[config.mk]
export PLATFORM = sky130hd
export DESIGN_NAME = acs_sequencer
export DESIGN_NICKNAME = d
export VERILOG_FILES = /design/src/hw/acs_pkg.sv /design/src/hw/acs_result_bank.sv /design/src/hw/acs_sequencer.sv /design/src/hw/acs_timer.sv
export SDC_FILE = /design/constraint.sdc
export NUM_CORES = 1
export LEC_CHECK = 0
export ABC_AREA = 0
export BUFFER_PORTS_ARGS = -buffer_cell sky130_fd_sc_hd__buf_2
export CAP_MARGIN = 20
export CORE_ASPECT_RATIO = 1.2
export CORE_MARGIN = 3
export CORE_UTILIZATION = 59
export DETAILED_ROUTE_END_ITERATION = 12
export GPL_TIMING_DRIVEN = 0
export PLACE_DENSITY = 0.8
export REMOVE_ABC_BUFFERS = 1
export SLEW_MARGIN = 20
export SYNTH_ARGS = -nofsm -noshare
export SYNTH_HDL_FRONTEND = slang
export SYNTH_HIERARCHICAL = 1
export SYNTH_SLANG_ARGS = --single-unit
export TNS_END_PERCENT = 50
[constraint.sdc]
create_clock -name clk -period 3.3 [get_ports clk]
set_clock_uncertainty 0.15 [all_clocks]
set_input_delay 0.33 -clock clk [delete_from_list [all_inputs] [get_ports clk]]
set_output_delay 0.33 -clock clk [all_outputs]
set_load 0.1 [all_outputs]
[src/hw/acs_pkg.sv]
// shared constants and types for the converter control/status sequencer
package acs_pkg;

  // ---------------------------------------------------------------
  // bus widths
  // ---------------------------------------------------------------
  localparam int ADDR_W = 4;
  localparam int DATA_W = 8;
  localparam int RES_W = 10;
  localparam int WORD_W = 16;
  localparam int CH_W = 3;
  localparam int POS_W = 2;
  localparam int GROUPS_POS = 4;
  localparam int TMR_W = 8;

  // ---------------------------------------------------------------
  // register map (byte offsets)
  // ---------------------------------------------------------------
  // result_reg_a..d: upper byte at even offset, lower byte at odd
  localparam logic [ADDR_W-1:0] OFF_RES_A_HI = 4'h0;
  localparam logic [ADDR_W-1:0] OFF_RES_A_LO = 4'h1;
  localparam logic [ADDR_W-1:0] OFF_RES_B_HI = 4'h2;
  localparam logic [ADDR_W-1:0] OFF_RES_B_LO = 4'h3;
  localparam logic [ADDR_W-1:0] OFF_RES_C_HI = 4'h4;
  localparam logic [ADDR_W-1:0] OFF_RES_C_LO = 4'h5;
  localparam logic [ADDR_W-1:0] OFF_RES_D_HI = 4'h6;
  localparam logic [ADDR_W-1:0] OFF_RES_D_LO = 4'h7;
  localparam logic [ADDR_W-1:0] OFF_CTRL = 4'h8;

  // ---------------------------------------------------------------
  // converter_control_status fields
  // ---------------------------------------------------------------
  localparam int BIT_DONE = 7;
  localparam int BIT_IRQ_EN = 6;
  localparam int BIT_GO = 5;
  localparam int BIT_SCAN = 4;
  localparam int BIT_SPEED = 3;
  localparam int BIT_SEL_HI = 2;
  localparam int BIT_SEL_LO = 0;
  localparam logic [DATA_W-1:0] CTRL_RESET = 8'h00;
  localparam logic [RES_W-1:0] RES_RESET = 10'h000;
  localparam int RES_PAD_W = WORD_W - RES_W;

  // ---------------------------------------------------------------
  // timing: one state is one clk cycle
  // ---------------------------------------------------------------
  localparam int CYC_PER_STATE = 1;
  localparam int FIRST_SLOW_STATES = 134;
  localparam int FIRST_FAST_STATES = 70;
  localparam int NEXT_SLOW_STATES = 128;
  localparam int NEXT_FAST_STATES = 66;
  localparam logic [TMR_W-1:0] FIRST_SLOW_CYC = TMR_W'(FIRST_SLOW_STATES * CYC_PER_STATE);
  localparam logic [TMR_W-1:0] FIRST_FAST_CYC = TMR_W'(FIRST_FAST_STATES * CYC_PER_STATE);
  localparam logic [TMR_W-1:0] NEXT_SLOW_CYC = TMR_W'(NEXT_SLOW_STATES * CYC_PER_STATE);
  localparam logic [TMR_W-1:0] NEXT_FAST_CYC = TMR_W'(NEXT_FAST_STATES * CYC_PER_STATE);

  typedef enum logic {ACS_IDLE, ACS_CONV} acs_state_t;

endpackage

[src/hw/acs_result_bank.sv]
// four result registers, one per position in a group
`timescale 1ns/1ps
module acs_result_bank (
  input wire logic clk,
  input wire logic sys_rst,
  input wire logic wr_en,
  input wire logic [acs_pkg::POS_W-1:0] wr_pos,
  input wire logic [acs_pkg::RES_W-1:0] wr_data,
  input wire logic [acs_pkg::POS_W-1:0] rd_pos,
  output logic [acs_pkg::WORD_W-1:0] rd_word
);
  import acs_pkg::*;

  typedef struct packed {
    logic [GROUPS_POS-1:0][RES_W-1:0] res;
  } acs_bank_t;

  acs_bank_t s_q;
  acs_bank_t s_d;

  // low six bits always read as zero
  assign rd_word = {s_q.res[rd_pos], {RES_PAD_W{1'b0}}};

  always_comb begin
    s_d = s_q;
    if (wr_en) begin
      s_d.res[wr_pos] = wr_data;
    end
  end

  always_ff @(posedge clk) begin
    if (sys_rst) begin
      s_q <= '0;
    end else begin
      s_q <= s_d;
    end
  end
endmodule

[src/hw/acs_sequencer.sv]
// converter control/status register and channel sequencer
// Notes on behaviour
// - single conversion end sets done flag
// - scan sets done flag after whole group
// - flag clears on zero write after read-one
// - done flag with enable raises interrupt
// - writing go one starts conversion
// - single mode clears go at completion
// - scan repeats until go cleared or standby
// - mode bit: single or repeating scan
// - speed bit: 134 or 70 states
// - single mode: select picks inputs 0..7
// - scan: top bit group, low bits count
// - results sixteen bits, low six zero
// - result register by position in group
// - scan restarts at group's first input
// - upper byte read latches lower byte
`timescale 1ns/1ps
module acs_sequencer (
  input wire logic clk,
  input wire logic sys_rst,
  input wire logic [acs_pkg::ADDR_W-1:0] reg_addr,
  input wire logic [acs_pkg::DATA_W-1:0] reg_wdata,
  input wire logic reg_wr,
  input wire logic reg_rd,
  output logic [acs_pkg::DATA_W-1:0] reg_rdata,
  input wire logic standby_req,
  input wire logic [acs_pkg::RES_W-1:0] core_result,
  output logic conv_start,
  output logic [acs_pkg::CH_W-1:0] conv_channel,
  output logic conv_speed_select,
  output logic conv_done_irq
);
  import acs_pkg::*;

  // ---------------------------------------------------------------
  // state
  // ---------------------------------------------------------------
  typedef struct packed {
    acs_state_t st;
    logic conv_done_flag;
    logic done_irq_enable;
    logic conv_go;
    logic scan_mode;
    logic speed;
    logic [CH_W-1:0] input_select;
    logic flag_seen;
    logic [POS_W-1:0] pos;
    logic [DATA_W-1:0] temp;
    logic [DATA_W-1:0] rdata;
    logic start;
    logic [CH_W-1:0] chan;
    logic irq;
  } acs_seq_t;

  acs_seq_t s_q;
  acs_seq_t s_d;

  // ---------------------------------------------------------------
  // helpers
  // ---------------------------------------------------------------
  logic tmr_load;
  logic tmr_abort;
  logic [TMR_W-1:0] tmr_cycles;
  logic tmr_done;
  logic bank_we;
  logic [POS_W-1:0] bank_rd_pos;
  logic [WORD_W-1:0] bank_word;
  logic ctrl_hit;
  logic res_hit;
  logic res_lo;
  logic [DATA_W-1:0] ctrl_byte;
  logic [POS_W-1:0] last_pos;
  logic group_end;

  // ---------------------------------------------------------------
  // register readback
  // ---------------------------------------------------------------
  always_comb begin
    ctrl_byte = CTRL_RESET;
    ctrl_byte[BIT_DONE] = s_q.conv_done_flag;
    ctrl_byte[BIT_IRQ_EN] = s_q.done_irq_enable;
    ctrl_byte[BIT_GO] = s_q.conv_go;
    ctrl_byte[BIT_SCAN] = s_q.scan_mode;
    ctrl_byte[BIT_SPEED] = s_q.speed;
    ctrl_byte[BIT_SEL_HI:BIT_SEL_LO] = s_q.input_select;
  end

  // ---------------------------------------------------------------
  // address decode
  // ---------------------------------------------------------------
  always_comb begin
    ctrl_hit = 1'b0;
    res_hit = 1'b0;
    res_lo = reg_addr[0];
    bank_rd_pos = reg_addr[POS_W:1];
    if (reg_addr == OFF_CTRL) begin
      ctrl_hit = 1'b1;
    end else if (reg_addr <= OFF_RES_D_LO) begin
      res_hit = 1'b1;
    end
  end

  // ---------------------------------------------------------------
  // group bookkeeping
  // ---------------------------------------------------------------
  // low select bits give channel count minus one in scan mode
  assign last_pos = s_q.input_select[POS_W-1:0];
  assign group_end = (s_q.pos == last_pos);
  assign bank_we = (s_q.st == ACS_CONV) && tmr_done;

  // ---------------------------------------------------------------
  // next state
  // ---------------------------------------------------------------
  always_comb begin
    s_d = s_q;
    s_d.start = 1'b0;
    s_d.rdata = '0;
    tmr_load = 1'b0;
    tmr_abort = 1'b0;
    tmr_cycles = s_q.speed ? FIRST_FAST_CYC : FIRST_SLOW_CYC;

    // software read side
    if (reg_rd) begin
      if (ctrl_hit) begin
        s_d.rdata = ctrl_byte;
        if (s_q.conv_done_flag) begin
          s_d.flag_seen = 1'b1;
        end
      end else if (res_hit && !res_lo) begin
        s_d.rdata = bank_word[WORD_W-1:DATA_W];
        s_d.temp = bank_word[DATA_W-1:0];
      end else if (res_hit) begin
        s_d.rdata = s_q.temp;
      end
    end

    // software write side; result registers are read-only
    if (reg_wr && ctrl_hit) begin
      s_d.done_irq_enable = reg_wdata[BIT_IRQ_EN];
      s_d.conv_go = reg_wdata[BIT_GO];
      s_d.scan_mode = reg_wdata[BIT_SCAN];
      // changing speed mid-run is the writer's fault; no guard here
      s_d.speed = reg_wdata[BIT_SPEED];
      s_d.input_select = reg_wdata[BIT_SEL_HI:BIT_SEL_LO];
      // a one write, or a zero write without a prior read-one, is ignored
      if (!reg_wdata[BIT_DONE] && s_q.flag_seen) begin
        s_d.conv_done_flag = 1'b0;
      end
      s_d.flag_seen = 1'b0;
    end

    // standby drops go like a software clear
    if (standby_req) begin
      s_d.conv_go = 1'b0;
    end

    case (s_q.st)
      ACS_IDLE: begin
        if (s_d.conv_go) begin
          s_d.st = ACS_CONV;
          s_d.pos = '0;
          s_d.start = 1'b1;
          tmr_load = 1'b1;
          // scan starts at the group's first input
          if (s_d.scan_mode) begin
            s_d.chan = {s_d.input_select[BIT_SEL_HI], {POS_W{1'b0}}};
          end else begin
            s_d.chan = s_d.input_select;
          end
          tmr_cycles = s_d.speed ? FIRST_FAST_CYC : FIRST_SLOW_CYC;
        end
      end
      ACS_CONV: begin
        if (!s_d.conv_go) begin
          // stopped by software or standby: drop the run
          s_d.st = ACS_IDLE;
          tmr_abort = 1'b1;
        end else if (tmr_done) begin
          if (!s_q.scan_mode) begin
            s_d.conv_done_flag = 1'b1;
            s_d.conv_go = 1'b0;
            s_d.st = ACS_IDLE;
          end else begin
            tmr_load = 1'b1;
            s_d.start = 1'b1;
            tmr_cycles = s_q.speed ? NEXT_FAST_CYC : NEXT_SLOW_CYC;
            if (group_end) begin
              s_d.conv_done_flag = 1'b1;
              s_d.pos = '0;
            end else begin
              s_d.pos = s_q.pos + POS_W'(1);
            end
            s_d.chan = {s_q.input_select[BIT_SEL_HI], s_d.pos};
          end
        end
      end
      default: begin
        s_d.st = ACS_IDLE;
      end
    endcase

    // interrupt registered beside the flag, so both change on one edge
    s_d.irq = s_d.conv_done_flag && s_d.done_irq_enable;
  end

  always_ff @(posedge clk) begin
    if (sys_rst) begin
      s_q <= '0;
    end else begin
      s_q <= s_d;
    end
  end

  // ---------------------------------------------------------------
  // submodules
  // ---------------------------------------------------------------
  acs_timer u_timer (
    .clk(clk),
    .sys_rst(sys_rst),
    .load(tmr_load),
    .abort(tmr_abort),
    .cycles(tmr_cycles),
    .done(tmr_done)
  );

  // result lands in the slot of its position in the group
  acs_result_bank u_bank (
    .clk(clk),
    .sys_rst(sys_rst),
    .wr_en(bank_we),
    .wr_pos(s_q.chan[POS_W-1:0]),
    .wr_data(core_result),
    .rd_pos(bank_rd_pos),
    .rd_word(bank_word)
  );

  // ---------------------------------------------------------------
  // outputs
  // ---------------------------------------------------------------
  assign reg_rdata = s_q.rdata;
  assign conv_start = s_q.start;
  assign conv_channel = s_q.chan;
  assign conv_speed_select = s_q.speed;
  assign conv_done_irq = s_q.irq;

endmodule

[src/hw/acs_timer.sv]
// conversion duration down-counter with end pulse
`timescale 1ns/1ps
module acs_timer (
  input wire logic clk,
  input wire logic sys_rst,
  input wire logic load,
  input wire logic abort,
  input wire logic [acs_pkg::TMR_W-1:0] cycles,
  output logic done
);
  import acs_pkg::*;

  typedef struct packed {
    logic run;
    logic [TMR_W-1:0] cnt;
  } acs_tmr_t;

  acs_tmr_t s_q;
  acs_tmr_t s_d;

  // done is seen in the last counted cycle, so cycles counts whole conversion
  assign done = s_q.run && (s_q.cnt == TMR_W'(1));

  always_comb begin
    s_d = s_q;
    if (abort) begin
      s_d.run = 1'b0;
    end else if (load) begin
      s_d.run = 1'b1;
      s_d.cnt = cycles;
    end else if (done) begin
      s_d.run = 1'b0;
    end else if (s_q.run) begin
      s_d.cnt = s_q.cnt - TMR_W'(1);
    end
  end

  always_ff @(posedge clk) begin
    if (sys_rst) begin
      s_q <= '0;
    end else begin
      s_q <= s_d;
    end
  end
endmodule

[Yosys cells after proc, flatten, opt, wreduce, memory -nomap -nowiden]
Index checks and enable logic that the tools add are counted.
Word-level totals
  register bits after elaboration: 76
  bits in latches: 0
  memory bits (writable): 0
  ROM bits: 0
  word-level logic and storage cells: 114
  memories kept: 0
Operators by class
  add/sub/neg operators: 2
  $mul: 0
  divide/modulo/power cells: 0
  $lt $le $gt $ge: 4
  equality and inequality tests: 8
  shift operators: 0
  mux-type cells: 58
  bitwise operators: 4
  reduce and logical (&&, ||, !) cells: 18
Operators with widths (count)
  $mux 8: 12
  $bwmux 40: 1
  $mux 1: 23
  $bmux 10 s2: 1
  $demux 10 s2: 1
  $mux 10: 2
  $mux 9: 2
  $mux 4: 4
  $pmux 8 s2: 1
  $mux 2: 7
  $reduce_and 3->1: 3
  $eq 8x1->1 const B: 1
  $pmux 4 s2: 1
  $sub 8x1->8 const B: 1
  $logic_and 1x1->1: 7
  $lt 2x3->1 const B: 2
  $ne 2x1->1 const B: 3
  $reduce_or 2->1: 3
  $eq 4x4->1 const B: 1
  $le 4x3->1 const B: 1
  $ne 2x2->1 const B: 2
  $not 1->1: 4
  $pmux 1 s2: 2
  $pmux 2 s2: 1
  other kinds (6): 8

[Logic depth before layout (Yosys ltp)]
  depth after elaboration: 11
  gate-level depth with buffers: 12
  depth with buffers taken out: 11

[By module]
Netlist, hierarchy kept.
By module, submodules not included
  acs_result_bank: times used 1, cells each 164, area an instance 1891.8 um2, sequential area each 800.8 um2
  acs_sequencer: times used 1, cells each 172, area an instance 1545.2 um2, sequential area each 640.6 um2
  acs_timer: times used 1, cells each 68, area an instance 599.3 um2, sequential area each 180.2 um2

[Least setup slack after synthesis]
Ideal clock, no wire load.
  path type: register -> register
  from: register u_timer/s_q[1] in the netlist's numbering
  to: register u_timer/s_q[7] in the netlist's numbering
  library setup time: 0.117 ns
  arrival time: 2.270 ns
  data required time: 3.033 ns
  setup slack: 0.764 ns
  stages on the path, launching flop included: 13
  path through: dfxtp_1 inv_1 ha_1 nor4b_4 and3_1 nand3_1 a21boi_0 nor2_1 buf_4 nor4_1 a21o_2 nor2_1 a22o_1
On the way
  cells in the longest elaborated chain, start to end: 7
Ends and longest elaborated chain
  from (decl): line acs_timer.sv:18  | acs_tmr_t s_q;
  from (signal assigned): line acs_timer.sv:40  | s_q <= '0;
  from (signal assigned): line acs_timer.sv:42  | s_q <= s_d;
  $eq 8x1->1 *: line acs_timer.sv:22  | assign done = s_q.run && (s_q.cnt == TMR_W'(1));
  $logic_and 1x1->1 *: line acs_timer.sv:22
  named net tmr_done: line acs_sequencer.sv:65  | logic tmr_done;
  $mux 1: line acs_sequencer.sv:179  | end else if (tmr_done) begin
  $mux 1: line acs_sequencer.sv:175  | if (!s_d.conv_go) begin
  $pmux 1 s2: line acs_sequencer.sv:158  | case (s_q.st)
  $ne 2x2->1 (no line) or $reduce_bool 2->1 (tied branches)
  $reduce_and 3->1 (no line)
Mark *: on every way through the listed nets, which the timed path passes. The rest lies on a longest branch. The select of a mux whose other input is x is not followed.
A chain may end at the register's enable or synchronous reset.

[Final worst setup path]
Same ends and word-level chain as after synthesis.

==> metrics.md <==
| Metric | Value |
|---|---|
| Result of the run | `completed` |
| Final worst setup slack | `0.281 ns` |
| Antenna cells | `0` |
| Crit path max-delay family | `simple AND/OR/NAND/NOR gates` |
| Number of sinks driven by the clock tree | `81` |
| FF-to-FF path depth | `11` |
| Storage cell area | `1620 um^2` |
| Number of setup violations in the final report | `0` |
| Kind of critical path | `register to register` |
| Reg-to-reg startpoint | `u_timer/s_q[1]` |
| Avg Inst Size Synth | `9.99 um^2` |
| Asr flop ratio synth | `0%` |
| Number of filler cells placed in the layout | `517` |
| Number of max-cap violations | `0` |
| Post-Place Cells | `494` |
| Wire length of the first global-routing pass | `13.6 mm` |
| Delay of the slowest cell on the worst path | `0.58 ns` |
| Wire per inst | `15.9 um` |
| Clock-pin slew reported for the worst setup and hold paths after clock tree synthesis | `0.09 ns` |
| Area growth from synthesis to final layout | `6.97%` |
| Die Outline Area | `7870 um^2` |
| DRC errors left | `0` |
| Clock latency of the later-clocked register in the worst-skew pair | `0.35 ns` |
| Critical Path End Type | `register` |
| I/O Pins | `41` |
| Deepest clock path buffer count | `2` |
| Cell at the root of the clock tree | `sky130_fd_sc_hd__clkbuf_8` |
| Grt total ovfl | `0` |
| Number of global-route vias before repair | `2,866` |
| Area taken by multi-input logic gates | `2140 um^2` |
| Placeable core area | `6530 um^2` |
| Number of unique standard cell types used by synthesis | `54` |
| Number of hold buffers added after CTS | `0` |
| Fraction of layout instances using a drive strength above 1 | `19.2%` |
| Clock tree from TritonCTS | `done` |
| Core Rows | `32` |
| Via-to-Cell Ratio | `5.67` |
| Number of standard cells in the layout, taps in and fillers out | `511` |
| Fin Hold WS | `0.0996 ns` |
| Launch point of the critical path | `u_timer/s_q[1]` |
| Class of the worst hold path | `input port to register` |
| Sum Neg Setup Slack | `0 ns` |
| Number of enable flip-flop cells after synthesis | `0` |
| Total wire length after detailed routing | `8.14 mm` |
| Synthesis Warnings | `6` |
| Number of DRC markers in iteration 0 | `164` |
| Static power due to leakage | `1.83 nW` |
| Peak supply drop | `265 uV` |
| Top flip-flop cell by instance count after synthesis | `sky130_fd_sc_hd__dfxtp_1` |
| Maximum fanout along the worst path | `19` |
| Netlist Area Pre-Place | `4040 um^2` |
| Total buffers and inverters traversed by the critical path | `1` |
| Detailed Routing Iterations Pass 1 | `4` |
| Global-route usage over all layers | `22.0%` |
| Sequential-to-total area share from yosys stat | `40.2%` |
| Arrival time at the worst endpoint | `3.12 ns` |
| Height of the die | `96.6 um` |
| Final HPWL DP | `5.48 mm` |
| Number of antenna-violating nets in the routed design | `0` |
| Power Dens Cells | `436 nW/um^2` |
| Post-layout nets | `450` |
| I/O Buffers | `40` |
| Required time reported for the critical path endpoint | `3.40 ns` |
| Overall die width | `81.5 um` |
| Number of buffers created by CTS | `9` |
| Antenna violations before repair | `0` |
| Total count of max-transition violations in the final report | `0` |
| FF+latch count, synth | `81` |
| Setup repair after global routing missed its margin | `no` |
| Critical path capture point | `u_timer/s_q[7]` |
| Period Utilization, post-route | `91.5%` |
| Starting Density | `61.8%` |
| Post-synthesis instance total | `404` |
| Reg-to-reg critical path endpoint | `u_timer/s_q[7]` |
| Routability Congestion | `0.824` |
| Master of the slowest instance on the critical path | `sky130_fd_sc_hd__a21boi_0` |
| Startpoint types | `register` |
| Max Clock Freq | `0.331 GHz` |
| Setup WS pre-CTS | `-0.689 ns` |
| Postcts setup bufs | `0` |
| Internal reg-to-reg setup slack | `0.28 ns` |
| Worst slew margin relative to its limit | `46.8%` |
| Maximum number of pins on one net before global-route repair | `87` |
| Worst slew pin tran | `0.794 ns` |
| Number of H-tree levels | `3` |
| Count of cell instances traversed by the critical path | `11` |
| Cells along the critical path | `inv_1 -> ha_1 -> nor4b_4 -> and3_1 -> nand3_1 -> a21boi_0 -> nor2_4 -> nor4_1 -> a21o_2 -> nor2_1 -> a22o_1` |
| Hold violation total from the final report | `0` |
| Fin crit period | `3.02 ns` |
| Via Count | `2,897` |
state kept, by name, indices dropped and copies added, names as in the netlist:
signal / flops
conv_start: 1
conv_speed_select: 1
conv_channel: 3
u_timer/s_q: 9
u_bank/s_q: 40
ctrl_byte: 6
s_q: 12
conv_done_irq: 1
reg_rdata: 8
worst reg2reg max path, cell delays in order, from the launching register on:
cell and delay (ns):
sky130_fd_sc_hd__dfxtp_1 0.35, sky130_fd_sc_hd__inv_1 0.08, sky130_fd_sc_hd__ha_1 0.19, sky130_fd_sc_hd__nor4b_4 0.14, sky130_fd_sc_hd__and3_1 0.22, sky130_fd_sc_hd__nand3_1 0.11, sky130_fd_sc_hd__a21boi_0 0.58, sky130_fd_sc_hd__nor2_4 0.21
sky130_fd_sc_hd__nor4_1 0.32, sky130_fd_sc_hd__a21o_2 0.25, sky130_fd_sc_hd__nor2_1 0.08, sky130_fd_sc_hd__a22o_1 0.24
how the worst min path moves through the flow:
stage / start / end / slack, ns / cells past startpoint
after floorplan: sys_rst / conv_speed_select / 0.25 / 1
after global placement: u_bank/s_q[28] / u_bank/s_q[28] / 0.31 / 2
after detailed placement: u_bank/s_q[28] / u_bank/s_q[28] / 0.32 / 2
after CTS: reg_wdata[3] / conv_speed_select / 0.08 / 3
after global routing: reg_wdata[6] / ctrl_byte[6] / 0.10 / 3
final: reg_wdata[3] / conv_speed_select / 0.1 / 3
synthesized netlist by cell type (3+ instances only):
library cell | count | area [um^2]
sky130_fd_sc_hd__mux4_2 | 10 | 225
sky130_fd_sc_hd__nand2_1 | 9 | 33.8
sky130_fd_sc_hd__nand2b_1 | 51 | 319
sky130_fd_sc_hd__buf_2 | 8 | 40.0
sky130_fd_sc_hd__o21ai_0 | 7 | 35.0
sky130_fd_sc_hd__nor2b_1 | 4 | 25.0
sky130_fd_sc_hd__clkbuf_1 | 8 | 30.0
sky130_fd_sc_hd__buf_4 | 18 | 135
sky130_fd_sc_hd__dfxtp_1 | 81 | 1620
sky130_fd_sc_hd__nor3_1 | 3 | 15.0
sky130_fd_sc_hd__buf_6 | 6 | 67.6
sky130_fd_sc_hd__nand4_1 | 4 | 25.0
sky130_fd_sc_hd__inv_1 | 7 | 26.3
sky130_fd_sc_hd__a31oi_1 | 6 | 37.5
sky130_fd_sc_hd__a211oi_1 | 7 | 52.6
sky130_fd_sc_hd__nand3b_1 | 4 | 30.0
sky130_fd_sc_hd__mux2i_1 | 59 | 591
sky130_fd_sc_hd__a21oi_1 | 19 | 95.1
sky130_fd_sc_hd__xor2_1 | 3 | 26.3
sky130_fd_sc_hd__nor2_1 | 35 | 131
sky130_fd_sc_hd__nand3_1 | 10 | 50.1
sky130_fd_sc_hd__a32oi_1 | 3 | 26.3
sky130_fd_sc_hd__a22oi_1 | 3 | 22.5
power by group:
part / switching, W / internal, W / leakage, nW
registers: 0.00000701 / 0.000983 / 0.653
clock network: 0.000385 / 0.000381 / 0.105
logic: 0.0000763 / 0.0000513 / 1.07
what timing repair did:
action | 4_1_cts | 5_1_grt
gates resized for setup | 1 | 1
setup endpoints to repair | 7 | 5
pin swaps | 1 | 0
metal layers:
| metal | routed length, um | share of wire, % | vias to the layer above | track usage [%] |
|---|---|---|---|---|
| met5 | 0 | 0 | - | 0 |
| met1 | 3670 | 45 | 1398 | 29.4 |
| met2 | 4020 | 49 | 62 | 34.7 |
| met3 | 360 | 4.4 | 5 | 4.19 |
| li1 | - | - | 1432 | - |
| met4 | 88 | 1.1 | 0 | 8.58 |
final cells by class:
cell class / instances / share of cell area [%]
clock buffer: 10 / 3.19
sequential: 81 / 37.6
multi-input combinational: 281 / 49.6
clock inverter: 6 / 1.74
inverter: 7 / 0.609
tap: 85 / 2.46
timing repair buffer: 41 / 4.87
cell usage in the layout, fill, tap and decap left out, drive strengths merged, types with 4 or more instances in the layout:
cell type / count
o21ai: 7
inv: 9
nor2b: 4
a31oi: 6
mux4: 10
nand3: 10
mux2i: 59
nor3: 4
conb: 10
nand3b: 4
clkbuf: 10
buf: 41
a21oi: 19
nor2: 35
a211oi: 7
nand2b: 51
nand2: 9
nand4: 4
dfxtp: 81
per-stage QoR:
stage          instance area (um^2)  utilization, %  total power, W
2_1_floorplan                  3780               -         0.00108
3_3_place_gp                   4080            62.6         0.00114
3_5_place_dp                   4090            62.7         0.00114
4_1_cts                        4310            66.0         0.00190
5_1_grt                        4320            66.2         0.00196
6_report                       4320            66.2         0.00188
cell families after synthesis:
logic type               count (synthesis)  synth area share (%)
other                                    2                 0.186
AO/OA/AOI/OAI                           59                  9.95
adder cells (fa/ha/maj)                  2                 0.620
flip-flops                              81                  40.2
XOR/XNOR                                 3                 0.651
AND/OR/NAND/NOR                        138                  20.4
buffers and inverters                   50                  7.84
multiplexers                            69                  20.2
No activity file was read; power rests on OpenSTA's default activity.
